<file path="config.mk">
export PLATFORM = sky130hd
export DESIGN_NAME = tcf_config_limit
export DESIGN_NICKNAME = d
export VERILOG_FILES = /design/src/inc/tcf_pkg.sv /design/src/hw/tcf_config_limit.sv /design/src/hw/tcf_limit_cmp.sv
export SDC_FILE = /design/constraint.sdc
export NUM_CORES = 1
export LEC_CHECK = 0
export BUFFER_PORTS_ARGS = -buffer_cell sky130_fd_sc_hd__buf_2
export CORE_ASPECT_RATIO = 1.25
export CORE_MARGIN = 2
export CORE_UTILIZATION = 40
export DETAILED_ROUTE_END_ITERATION = 10
export PLACE_DENSITY = 0.73
export SLEW_MARGIN = 40
export SYNTH_ARGS = -nofsm -noshare
export SYNTH_HDL_FRONTEND = slang
export SYNTH_SLANG_ARGS = --single-unit
</file>
<file path="constraint.sdc">
create_clock -name clock -period 2.3 [get_ports clock]
set_clock_uncertainty 0.2 [all_clocks]
set_input_delay 0.46 -clock clock [delete_from_list [all_inputs] [get_ports clock]]
set_output_delay 0.46 -clock clock [all_outputs]
set_load 0.01 [all_outputs]
</file>
<file path="src/inc/tcf_pkg.sv">
// Package with register layout, rates and carrier types for the config/limit block
package tcf_pkg;
    localparam int CLK_HZ = 10000000;
    localparam logic [15:0] CFG_RESET = 16'ha000;
    localparam int RATE_LSB = 13;
    localparam int ONE_SHOT_BIT = 12;
    localparam int SHUTDOWN_BIT = 11;
    localparam int OVER_A_BIT = 10;
    localparam int UNDER_A_BIT = 9;
    localparam int MODE_A_BIT = 8;
    localparam int POL_A_BIT = 7;
    localparam int OVER_B_BIT = 6;
    localparam int UNDER_B_BIT = 5;
    localparam int MODE_B_BIT = 4;
    localparam logic [2:0] RATE_RESET = 3'h5;
    // Conversion periods in milliseconds, indexed by rate select
    localparam int PERIOD_MS_0 = 15;
    localparam int PERIOD_MS_1 = 50;
    localparam int PERIOD_MS_2 = 100;
    localparam int PERIOD_MS_3 = 250;
    localparam int PERIOD_MS_4 = 500;
    localparam int PERIOD_MS_5 = 1000;
    localparam int PERIOD_MS_6 = 4000;
    localparam int PERIOD_MS_7 = 16000;
    localparam int CYC_PER_MS = CLK_HZ / 1000;

    typedef struct packed {
        logic signed [13:0] high;
        logic signed [13:0] low;
    } tcf_limit_type;

    typedef enum logic [1:0] {
        ST_IDLE = 2'b00,
        ST_CONT = 2'b01,
        ST_SINGLE = 2'b10
    } tcf_state_type;
endpackage : tcf_pkg

</file>
<file path="src/hw/tcf_config_limit.sv">
// Configuration register control: conversion sequencing, limit flags and alert pin
// Contract
// - Three-bit rate field at 15:13, resets to 5, sets continuous period
// - Rate applies only in continuous mode, single-shot ignores it
// - Writing single-shot 1 with shutdown 1 starts exactly one conversion
// - After single-shot conversion, return to shutdown, no more conversions
// - Single-shot bit always reads zero
// - Shutdown bit 11: 0 continuous, 1 shutdown with single-shot only
// - Bit 10 reads 1 when result exceeds first high limit
// - Alert mode: bit 9 reads 1 when result below first low limit
// - Mode bit 8 at 0: window compare sets matching flag
// - Alert mode flags stay set until config read clears them
// - Therm mode: set above high, clear only below low
// - Therm mode: first low flag always reads 0
// - Therm mode flags change only at conversion end, reads keep them
// - Polarity bit 7: alert output active low at 0, high at 1
// - Bit 6 reads 1 when result exceeds second high limit
// - Bit 5 set below second low in alert mode, 0 in therm
// - Mode bit 4 selects behaviour of second pair identically
// - Any config write aborts conversion and acts on new bits at once
`timescale 1ns/1ps
`default_nettype none
module tcf_config_limit #(
    parameter int CYC_PER_MS = tcf_pkg::CYC_PER_MS
) (
    // Clock and reset
    input wire logic clock,
    input wire logic rstn,
    // Register port
    input wire logic cfg_wr,
    input wire logic [15:0] cfg_wdata,
    input wire logic cfg_rd,
    output logic [15:0] cfg_rdata,
    // Converter side
    input wire logic conv_done,
    input wire logic signed [13:0] temp_result,
    input wire tcf_pkg::tcf_limit_type limit_a,
    input wire tcf_pkg::tcf_limit_type limit_b,
    output logic conv_start,
    output logic conv_abort,
    output logic conv_busy,
    // Pin
    output logic alert_a_out
);
    logic [2:0] conv_rate_sel_r;
    logic shutdown_sel_r;
    logic limit_a_mode_sel_r;
    logic alert_a_polarity_r;
    logic limit_b_mode_sel_r;
    // Divider width never drops to zero when one cycle stands for a millisecond
    localparam int DIV_W = (CYC_PER_MS > 1) ? $clog2(CYC_PER_MS) : 1;
    localparam logic [DIV_W-1:0] DIV_LOAD = DIV_W'(CYC_PER_MS - 1);
    tcf_pkg::tcf_state_type state_r;
    logic [DIV_W-1:0] ms_div_r;
    logic [13:0] period_cnt_r;
    logic over_limit_a_flag;
    logic under_limit_a_flag;
    logic over_limit_b_flag;
    logic under_limit_b_flag;
    logic done_ok;
    logic ms_tick;
    logic period_end;
    logic wr_cont;
    logic wr_single;
    logic [15:0] rdata_nxt;

    function automatic logic [13:0] period_ms(input logic [2:0] sel);
        int ms;
        case (sel)
            3'h0: ms = tcf_pkg::PERIOD_MS_0;
            3'h1: ms = tcf_pkg::PERIOD_MS_1;
            3'h2: ms = tcf_pkg::PERIOD_MS_2;
            3'h3: ms = tcf_pkg::PERIOD_MS_3;
            3'h4: ms = tcf_pkg::PERIOD_MS_4;
            3'h5: ms = tcf_pkg::PERIOD_MS_5;
            3'h6: ms = tcf_pkg::PERIOD_MS_6;
            default: ms = tcf_pkg::PERIOD_MS_7;
        endcase
        period_ms = 14'(ms);
    endfunction : period_ms

    // A done arriving in the write cycle belongs to the aborted conversion
    assign done_ok = conv_done && !cfg_wr && (state_r != tcf_pkg::ST_IDLE);
    assign wr_cont = cfg_wr && !cfg_wdata[tcf_pkg::SHUTDOWN_BIT];
    assign wr_single = cfg_wr && cfg_wdata[tcf_pkg::SHUTDOWN_BIT] && cfg_wdata[tcf_pkg::ONE_SHOT_BIT];
    assign ms_tick = (ms_div_r == DIV_W'(0));
    assign period_end = ms_tick && (period_cnt_r == 14'h0001);

    // Control fields
    always_ff @(posedge clock or negedge rstn) begin
        if (!rstn) begin
            conv_rate_sel_r <= tcf_pkg::RATE_RESET;
            shutdown_sel_r <= 1'b0;
            limit_a_mode_sel_r <= 1'b0;
            alert_a_polarity_r <= 1'b0;
            limit_b_mode_sel_r <= 1'b0;
        end else if (cfg_wr) begin
            conv_rate_sel_r <= cfg_wdata[tcf_pkg::RATE_LSB +: 3];
            shutdown_sel_r <= cfg_wdata[tcf_pkg::SHUTDOWN_BIT];
            limit_a_mode_sel_r <= cfg_wdata[tcf_pkg::MODE_A_BIT];
            alert_a_polarity_r <= cfg_wdata[tcf_pkg::POL_A_BIT];
            limit_b_mode_sel_r <= cfg_wdata[tcf_pkg::MODE_B_BIT];
        end
    end

    // Conversion mode; any write re-decides it at once
    always_ff @(posedge clock or negedge rstn) begin
        if (!rstn) begin
            state_r <= tcf_pkg::ST_CONT;
        end else if (wr_cont) begin
            state_r <= tcf_pkg::ST_CONT;
        end else if (wr_single) begin
            state_r <= tcf_pkg::ST_SINGLE;
        end else if (cfg_wr) begin
            state_r <= tcf_pkg::ST_IDLE;
        end else begin
            case (state_r)
                tcf_pkg::ST_CONT: begin
                    state_r <= tcf_pkg::ST_CONT;
                end
                tcf_pkg::ST_SINGLE: begin
                    if (conv_done) begin
                        state_r <= tcf_pkg::ST_IDLE;
                    end
                end
                default: begin
                    state_r <= tcf_pkg::ST_IDLE;
                end
            endcase
        end
    end

    // Millisecond enable; a write restarts it so the first period is whole
    always_ff @(posedge clock or negedge rstn) begin
        if (!rstn) begin
            ms_div_r <= DIV_LOAD;
        end else if (cfg_wr || ms_tick) begin
            ms_div_r <= DIV_LOAD;
        end else begin
            ms_div_r <= ms_div_r - DIV_W'(1);
        end
    end

    // Period in milliseconds; reset value is the default rate so conversion runs from reset
    always_ff @(posedge clock or negedge rstn) begin
        if (!rstn) begin
            period_cnt_r <= 14'(tcf_pkg::PERIOD_MS_5);
        end else if (wr_cont) begin
            period_cnt_r <= period_ms(cfg_wdata[tcf_pkg::RATE_LSB +: 3]);
        end else if (cfg_wr) begin
            period_cnt_r <= 14'h0000;
        end else if ((state_r == tcf_pkg::ST_CONT) && ms_tick) begin
            if (period_end) begin
                period_cnt_r <= period_ms(conv_rate_sel_r);
            end else if (period_cnt_r != 14'h0000) begin
                period_cnt_r <= period_cnt_r - 14'h0001;
            end
        end
    end

    // Start pulse: a write into an active mode, or the end of a period
    always_ff @(posedge clock or negedge rstn) begin
        if (!rstn) begin
            conv_start <= 1'b1;
        end else if (cfg_wr) begin
            conv_start <= wr_cont || wr_single;
        end else begin
            conv_start <= (state_r == tcf_pkg::ST_CONT) && period_end;
        end
    end

    // Abort only what is actually running
    always_ff @(posedge clock or negedge rstn) begin
        if (!rstn) begin
            conv_abort <= 1'b0;
        end else begin
            conv_abort <= cfg_wr && (state_r != tcf_pkg::ST_IDLE);
        end
    end

    // Busy covers the whole active conversion mode
    always_ff @(posedge clock or negedge rstn) begin
        if (!rstn) begin
            conv_busy <= 1'b0;
        end else begin
            conv_busy <= (state_r != tcf_pkg::ST_IDLE);
        end
    end

    // Alert-mode read clears; therm mode ignores the read inside the comparator
    tcf_limit_cmp u_cmp_a (
        .clock(clock),
        .rstn(rstn),
        .mode_therm(limit_a_mode_sel_r),
        .rd_clear(cfg_rd),
        .done(done_ok),
        .temp(temp_result),
        .limits(limit_a),
        .over_flag(over_limit_a_flag),
        .under_flag(under_limit_a_flag)
    );

    tcf_limit_cmp u_cmp_b (
        .clock(clock),
        .rstn(rstn),
        .mode_therm(limit_b_mode_sel_r),
        .rd_clear(cfg_rd),
        .done(done_ok),
        .temp(temp_result),
        .limits(limit_b),
        .over_flag(over_limit_b_flag),
        .under_flag(under_limit_b_flag)
    );

    // Snapshot taken before a read clear lands, so the host still sees the event
    always_comb begin
        rdata_nxt = 16'h0000;
        rdata_nxt[tcf_pkg::RATE_LSB +: 3] = conv_rate_sel_r;
        rdata_nxt[tcf_pkg::ONE_SHOT_BIT] = 1'b0;
        rdata_nxt[tcf_pkg::SHUTDOWN_BIT] = shutdown_sel_r;
        rdata_nxt[tcf_pkg::OVER_A_BIT] = over_limit_a_flag;
        rdata_nxt[tcf_pkg::UNDER_A_BIT] = under_limit_a_flag;
        rdata_nxt[tcf_pkg::MODE_A_BIT] = limit_a_mode_sel_r;
        rdata_nxt[tcf_pkg::POL_A_BIT] = alert_a_polarity_r;
        rdata_nxt[tcf_pkg::OVER_B_BIT] = over_limit_b_flag;
        rdata_nxt[tcf_pkg::UNDER_B_BIT] = under_limit_b_flag;
        rdata_nxt[tcf_pkg::MODE_B_BIT] = limit_b_mode_sel_r;
    end

    always_ff @(posedge clock or negedge rstn) begin
        if (!rstn) begin
            cfg_rdata <= tcf_pkg::CFG_RESET;
        end else begin
            cfg_rdata <= rdata_nxt;
        end
    end

    // Reset drives the inactive level of active-low polarity
    always_ff @(posedge clock or negedge rstn) begin
        if (!rstn) begin
            alert_a_out <= 1'b1;
        end else begin
            alert_a_out <= (over_limit_a_flag | under_limit_a_flag) ~^ alert_a_polarity_r;
        end
    end
endmodule : tcf_config_limit
`default_nettype wire

</file>
<file path="src/hw/tcf_limit_cmp.sv">
// One limit comparator pair with alert-window and therm-hysteresis modes
`timescale 1ns/1ps
`default_nettype none
module tcf_limit_cmp (
    // Clock and reset
    input wire logic clock,
    input wire logic rstn,
    // Controls
    input wire logic mode_therm,
    input wire logic rd_clear,
    input wire logic done,
    input wire logic signed [13:0] temp,
    input wire tcf_pkg::tcf_limit_type limits,
    // Flags
    output logic over_flag,
    output logic under_flag
);
    logic over_r;
    logic under_r;
    logic over_nxt;
    logic under_nxt;

    always_comb begin
        over_nxt = over_r;
        under_nxt = under_r;
        if (mode_therm) begin
            under_nxt = 1'b0;
            if (done && temp > limits.high) begin
                over_nxt = 1'b1;
            end else if (done && temp < limits.low) begin
                over_nxt = 1'b0;
            end
        end else begin
            // Read clears first so an event in the same cycle wins
            if (rd_clear) begin
                over_nxt = 1'b0;
                under_nxt = 1'b0;
            end
            if (done && temp > limits.high) begin
                over_nxt = 1'b1;
            end
            if (done && temp < limits.low) begin
                under_nxt = 1'b1;
            end
        end
    end

    always_ff @(posedge clock or negedge rstn) begin
        if (!rstn) begin
            over_r <= 1'b0;
            under_r <= 1'b0;
        end else begin
            over_r <= over_nxt;
            under_r <= under_nxt;
        end
    end

    assign over_flag = over_r;
    assign under_flag = under_r;
endmodule : tcf_limit_cmp
`default_nettype wire

</file>
# ---- Word level (Yosys, flattened, before mapping)
# Index checks and enable logic that the tools add are counted.
dict set report word_totals {
  register_bits 56
  inputBits 91
  output_inout_bits 20
  word_cells 101
}
dict set report classes {
  add_sub_neg 2
  order_cmp 4
  eq_ne 18
  mux 27
  bitwise 2
  reduce_logical 31
}
# operator n
set ops {}
lappend ops {{$pmux 14 s7} 2}
lappend ops {{$mux 14} 6}
lappend ops {{$gt 14x14->1} 2}
lappend ops {{$lt 14x14->1} 2}
lappend ops {{$sub 14x1->14 const B} 2}
lappend ops {{$eq 3x3->1 const B} 6}
lappend ops {{$reduce_bool 3->1} 5}
lappend ops {{$eq 14x1->1 const B} 1}
lappend ops {{$logic_not 14->1} 1}
lappend ops {{$mux 1} 14}
lappend ops {{$reduce_bool 14->1} 1}
lappend ops {{$logic_and 1x1->1} 13}
lappend ops {{$eq 3x2->1 const B} 4}
lappend ops {{$mux 2} 4}
lappend ops {{$eq 3x1->1 const B} 2}
lappend ops {{$logic_not 3->1} 2}
lappend ops {{$ne 3x1->1 const B} 2}
lappend ops {{$reduce_and 2->1} 3}
lappend ops {{$ne 5x5->1 const B} 1}
lappend ops {{$pmux 2 s2} 1}
lappend ops {{$reduce_bool 4->1} 1}
lappend ops {{$eq 2x1->1 const B} 1}
lappend ops {{$eq 2x2->1 const B} 1}
lappend ops {{$logic_not 1->1} 2}
lappend ops {{other kinds (4)} 5}

# ---- Depth between registers and ports, before layout
dict set report depth {
  word_depth 7
  mapped_depth 10
  ltp_nobuf 8
}

# ---- Modules after synthesis
# A second synthesis with hierarchy kept.
dict set report unflattened {
  cells_unflattened 500
  hier_area_um2 4420.5
}
# mod instances cells_each area_each_um2 seq_area_each_um2
set by_module_without_submodules {}
lappend by_module_without_submodules {tcf_config_limit 1 288 2831.5 1327.5}
lappend by_module_without_submodules {{tcf_limit_cmp at u_cmp_a} 1 106 805.8 50.0}
lappend by_module_without_submodules {{tcf_limit_cmp at u_cmp_b} 1 106 783.3 50.0}

# ---- Least setup slack after synthesis
# OpenSTA, ideal clock, no wires.
dict set report synth_path {
  path_kind {register to register}
  startpoint {register period_cnt_r[4]}
  endpoint {register period_cnt_r[4]}
  setup_time_ps 121
  t_arrival_ps 2060
  t_required_ps 1979
  path_slack_ps -81
  path_stages_with_launch 8
  path_buffers 2
  period_less_slack_ps 2381
  cell_sequence {dfrtp_1 -> nor4_4 -> nand2_1 -> or3_1 -> a31o_2 -> buf_2 -> clkbuf_1 -> o22a_1}
}
dict set report synth_between {
  elab_chain_cells 6
  elab_cells_between_ends 11
  classes_between {add/sub: 1; eq/ne: 1; mux: 5; reduce/logical: 4}
}
# element line_no
set synth_rtl {}
lappend synth_rtl {{start: declaration} tcf_config_limit.sv:55} ;# logic [13:0] period_cnt_r;
lappend synth_rtl {{start signal: assignment} tcf_config_limit.sv:147} ;# period_cnt_r <= 14'(tcf_pkg::PERIOD_MS_5);
lappend synth_rtl {{start signal: assignment} tcf_config_limit.sv:149} ;# period_cnt_r <= period_ms(cfg_wdata[tcf_pkg::RATE_LSB +: 3]);
lappend synth_rtl {{start signal: assignment} tcf_config_limit.sv:154} ;# period_cnt_r <= period_ms(conv_rate_sel_r);
lappend synth_rtl {{$sub 14x1->14 or $eq 14x1->1 (tied branches)} {tcf_config_limit.sv:156, tcf_config_limit.sv:87}}
lappend synth_rtl {{$mux 14 or $logic_and 1x1->1 (tied branches)} {tcf_config_limit.sv:155, tcf_config_limit.sv:87}}
lappend synth_rtl {{$mux 14} tcf_config_limit.sv:153} ;# if (period_end) begin
lappend synth_rtl {{$mux 14} tcf_config_limit.sv:152} ;# end else if ((state_r == tcf_pkg::ST_CONT) && ms_tick) begin
lappend synth_rtl {{$mux 14} tcf_config_limit.sv:150} ;# end else if (cfg_wr) begin
lappend synth_rtl {{$mux 14} tcf_config_limit.sv:148} ;# end else if (wr_cont) begin
# Parallel ways exist; a longest one is shown, timed or not. The select of a mux whose other input is x is not followed.
# A chain may end at the register's enable or synchronous reset.

# ---- Worst setup path in the final report
dict set report layout_path {
  startpoint {register ms_div_r[12]}
  endpoint {register period_cnt_r[5]}
}
dict set report layout_between {
  elab_chain_cells 6
  elab_cells_between_ends 10
  classes_between {mux: 4; reduce/logical: 6}
}
# element line_no
set layout_rtl {}
lappend layout_rtl {{start: declaration} tcf_config_limit.sv:54} ;# logic [DIV_W-1:0] ms_div_r;
lappend layout_rtl {{start signal: assignment} tcf_config_limit.sv:140} ;# ms_div_r <= ms_div_r - DIV_W'(1);
lappend layout_rtl {{$logic_not 14->1 *} tcf_config_limit.sv:86} ;# assign ms_tick = (ms_div_r == DIV_W'(0));
lappend layout_rtl {{$logic_and 1x1->1} tcf_config_limit.sv:87} ;# assign period_end = ms_tick && (period_cnt_r == 14'h0001);
lappend layout_rtl {{$mux 14} tcf_config_limit.sv:153}
lappend layout_rtl {{$mux 14} tcf_config_limit.sv:152}
lappend layout_rtl {{$mux 14} tcf_config_limit.sv:150}
lappend layout_rtl {{$mux 14} tcf_config_limit.sv:148}
# Mark *: on every way between the ends. The rest lies on a longest branch, timed or not. The select of a mux whose other input is x is not followed.

==> results_dict.tcl <==
set metrics [dict create \
    cts_htree_levels 2 \
    synthFlopType "dfrtp_1" \
    crit_path_end_kind "flop" \
    multiInputGateArea_um2 2601 \
    drc 0 \
    grt_usage_pct 19.29 \
    crit_buf_inv 0 \
    outcome "finished, final reports clean" \
    routedWlPerCell_um 14.75 \
    clock-root-buffer "clkbuf_16" \
    globalplace.congestion 0.8736 \
    worst_pin_slew_ps 589.4 \
    core_area_um2 10560 \
    start_util_pct 40.81 \
    rows 42 \
    ant_nets 0 \
    fin_util_pct 52.43 \
    power.total_w 0.002829 \
    fmax_mhz 437.8 \
    cts_buffer_depth 2 \
    drive_above_1_share_pct 31.40 \
    vias_per_cell 5.352 \
    yosysMostFrequentCell "inv_1" \
    vias 4116 \
    die_h_um 120.1 \
    post-synth-top-area-cell "dfrtp_1" \
    postLayoutSetupSlackWorst_ps 15.91 \
    ir_drop_mv 0.2770 \
    fin_crit_ps 2284 \
    p_leak_nw 2.760 \
    ys_seq_elements 56 \
    path_class "reg -> reg" \
    grt_max_degree 57 \
    slew_violations 0 \
    rsz0062_at_grt "yes" \
    max-cap-violations 0 \
    synth_area_um2 4310 \
    synth_warnings 0 \
    cts_sinks 56 \
    die_area_um2 11630 \
    cts.clk_slew.worst_paths_ps 70 \
    grt_pass1_wl_mm 18.74 \
    power_density_nw_per_um2 510.9 \
    syn_to_final_growth_pct 28.48 \
    period_share_pct 99.31 \
    pin_count 111 \
    finalHoldViolations 0 \
    n_fill_cell 937 \
    antenna_cells 0 \
    cts_tree "done" \
    synth-edff-count 0 \
    worstPathCellList "nor4_2 -> nand4_1 -> or4_4 -> and3_1 -> or3_1 -> a31oi_1" \
    nets 785 \
    io_buffers 97 \
    antenna_found_initial 0 \
    die-width_um 96.85 \
    drt-total-wl_mm 11.35 \
    syn_avg_cell_area_um2 8.690 \
    cp-start-kind "flop" \
    post_cts_buffers 0 \
    overflow 0 \
    synth_commonest_cells "inv_1 (69), ha_1 (58), nor2_1 (40)" \
    yosys.area.top_type_share_pct 20.32 \
    first_pass_iters 5 \
    clk_latency_ps 300 \
    cpPeakStageDelay_ps 470 \
    dp.final_hpwl_mm 8.739 \
    drt_iter0_markers 220 \
    setup_viol 0 \
    synth_cell_types 55 \
    path_delay_family "simple AND/OR/NAND/NOR gates" \
    cts_made_buffers 5 \
    async_flop_share_pct 100.0 \
    regArea_um2 1428 \
    critical_path_arrival_ps 2310 \
    cp_slowest_cell "or4_4" \
    seq_area_frac_synth_pct 33.12 \
    crit_fanout 3 \
    grt_pass1_vias 4158 \
    synth_area_leaders "dfrtp_1 (20%), ha_1 (17%), dfstp_2 (13%)" \
    max_slew_margin_pct 60.62 \
    hold_class "reg -> reg" \
    cp_data_required_time_ps 2330 \
    pre_cts_ws_ps -178.8 \
    synthCells 496 \
]
[worst reg2reg max path, cell delays in order (launching register included)]
cell	delay, ps
dfrtp_1	400
nor4_2	290
nand4_1	210
or4_4	470
and3_1	160
or3_1	350
a31oi_1	140
[per-layer routing]
layer | vias up | routed length, µm | global-route usage (%)
met4 | 0 | 316 | 8.011
li1 | 2006 | - | -
met3 | 26 | 642 | 2.388
met2 | 163 | 5701 | 34.42
met5 | - | 0 | 0
met1 | 1921 | 4686 | 23.43
[kinds of logic after synthesis]
kind of cell | after synthesis | share of synthesized area (%)
xor+xnor | 20 | 4.064
other cells | 1 | 0.08700
mux | 9 | 2.293
buf+inv | 89 | 8.273
fa+ha+maj | 58 | 16.84
compound gates | 103 | 15.50
flops | 56 | 33.12
simple gates | 160 | 19.83
[metrics by stage]
stage	setup TNS (ps)	instances	hold slack, ps	area [µm²]
2_1_floorplan	-10.45	500	-35.59	4327
3_3_place_gp	-289.4	759	164.1	5279
3_5_place_dp	-522.9	759	164.9	5279
4_1_cts	-19.53	768	181.7	5487
5_1_grt	-464.3	769	190.8	5538
6_report	0	769	181.6	5538
[state kept, by name (all words and copies together) (netlist names), 2 cells and up]
register         count
cfg_rdata           11
ms_div_r            14
state_r              2
period_cnt_r        14
conv_rate_sel_r      3
[placed cells by master, fill, tap and decap left out, types with 7 or more instances in the layout]
master / Yosys / final
buf_2: 3 / 97
inv_1: 69 / 69
ha_1: 58 / 57
buf_4: 5 / 45
nor2_1: 40 / 39
nand2_1: 36 / 36
dfrtp_1: 35 / 35
a21oi_1: 28 / 27
o21ai_0: 21 / 21
dfstp_2: 21 / 21
nand3_1: 15 / 15
xnor2_1: 11 / 11
nand4_1: 10 / 10
nand2b_1: 10 / 10
xor2_1: 9 / 9
nor3_1: 11 / 9
a31oi_1: 8 / 8
nor2b_1: 7 / 7
[final cells by class]
type	count	share of cell area, %
timing repair buffer	148	16.38
clock inverter	2	0.7004
tap	132	2.982
inverter	69	4.677
sequential	56	25.78
clock buffer	6	2.508
multi-input combinational	356	46.97
[power breakdown]
| part | internal, W | total (W) | leakage (nW) | switching (W) |
|---|---|---|---|---|
| combinational | 0.000353 | 0.000741 | 2.00 | 0.000388 |
| sequential | 0.00110 | 0.00118 | 0.670 | 0.0000831 |
| clock | 0.000546 | 0.000909 | 0.0871 | 0.000363 |
| total | 0.00200 | 0.00283 | 2.76 | 0.000834 |
[path summary, 6_finish.rpt]
kind                       slack, ps               start                 end  depth (start not counted)
min in group asynchronous        490                rstn      shutdown_sel_r                          3
min reg2reg                      180  u_cmp_b.under_flag        cfg_rdata[5]                          0
max reg2reg                       20        ms_div_r[12]     period_cnt_r[5]                          6
max                               20        ms_div_r[12]     period_cnt_r[5]                          6
min                              180  u_cmp_b.under_flag        cfg_rdata[5]                          0
max in group asynchronous       1100                rstn  conv_rate_sel_r[2]                          3
[repair_timing]
action,in CTS,in global routing
pin swaps,2,8
gates resized for setup,3,11
cloned,0,1
hold buffers,1,0
setup endpoints to repair,9,13
hold endpoints to repair,35,0
No activity file was read; power rests on OpenSTA's default activity.
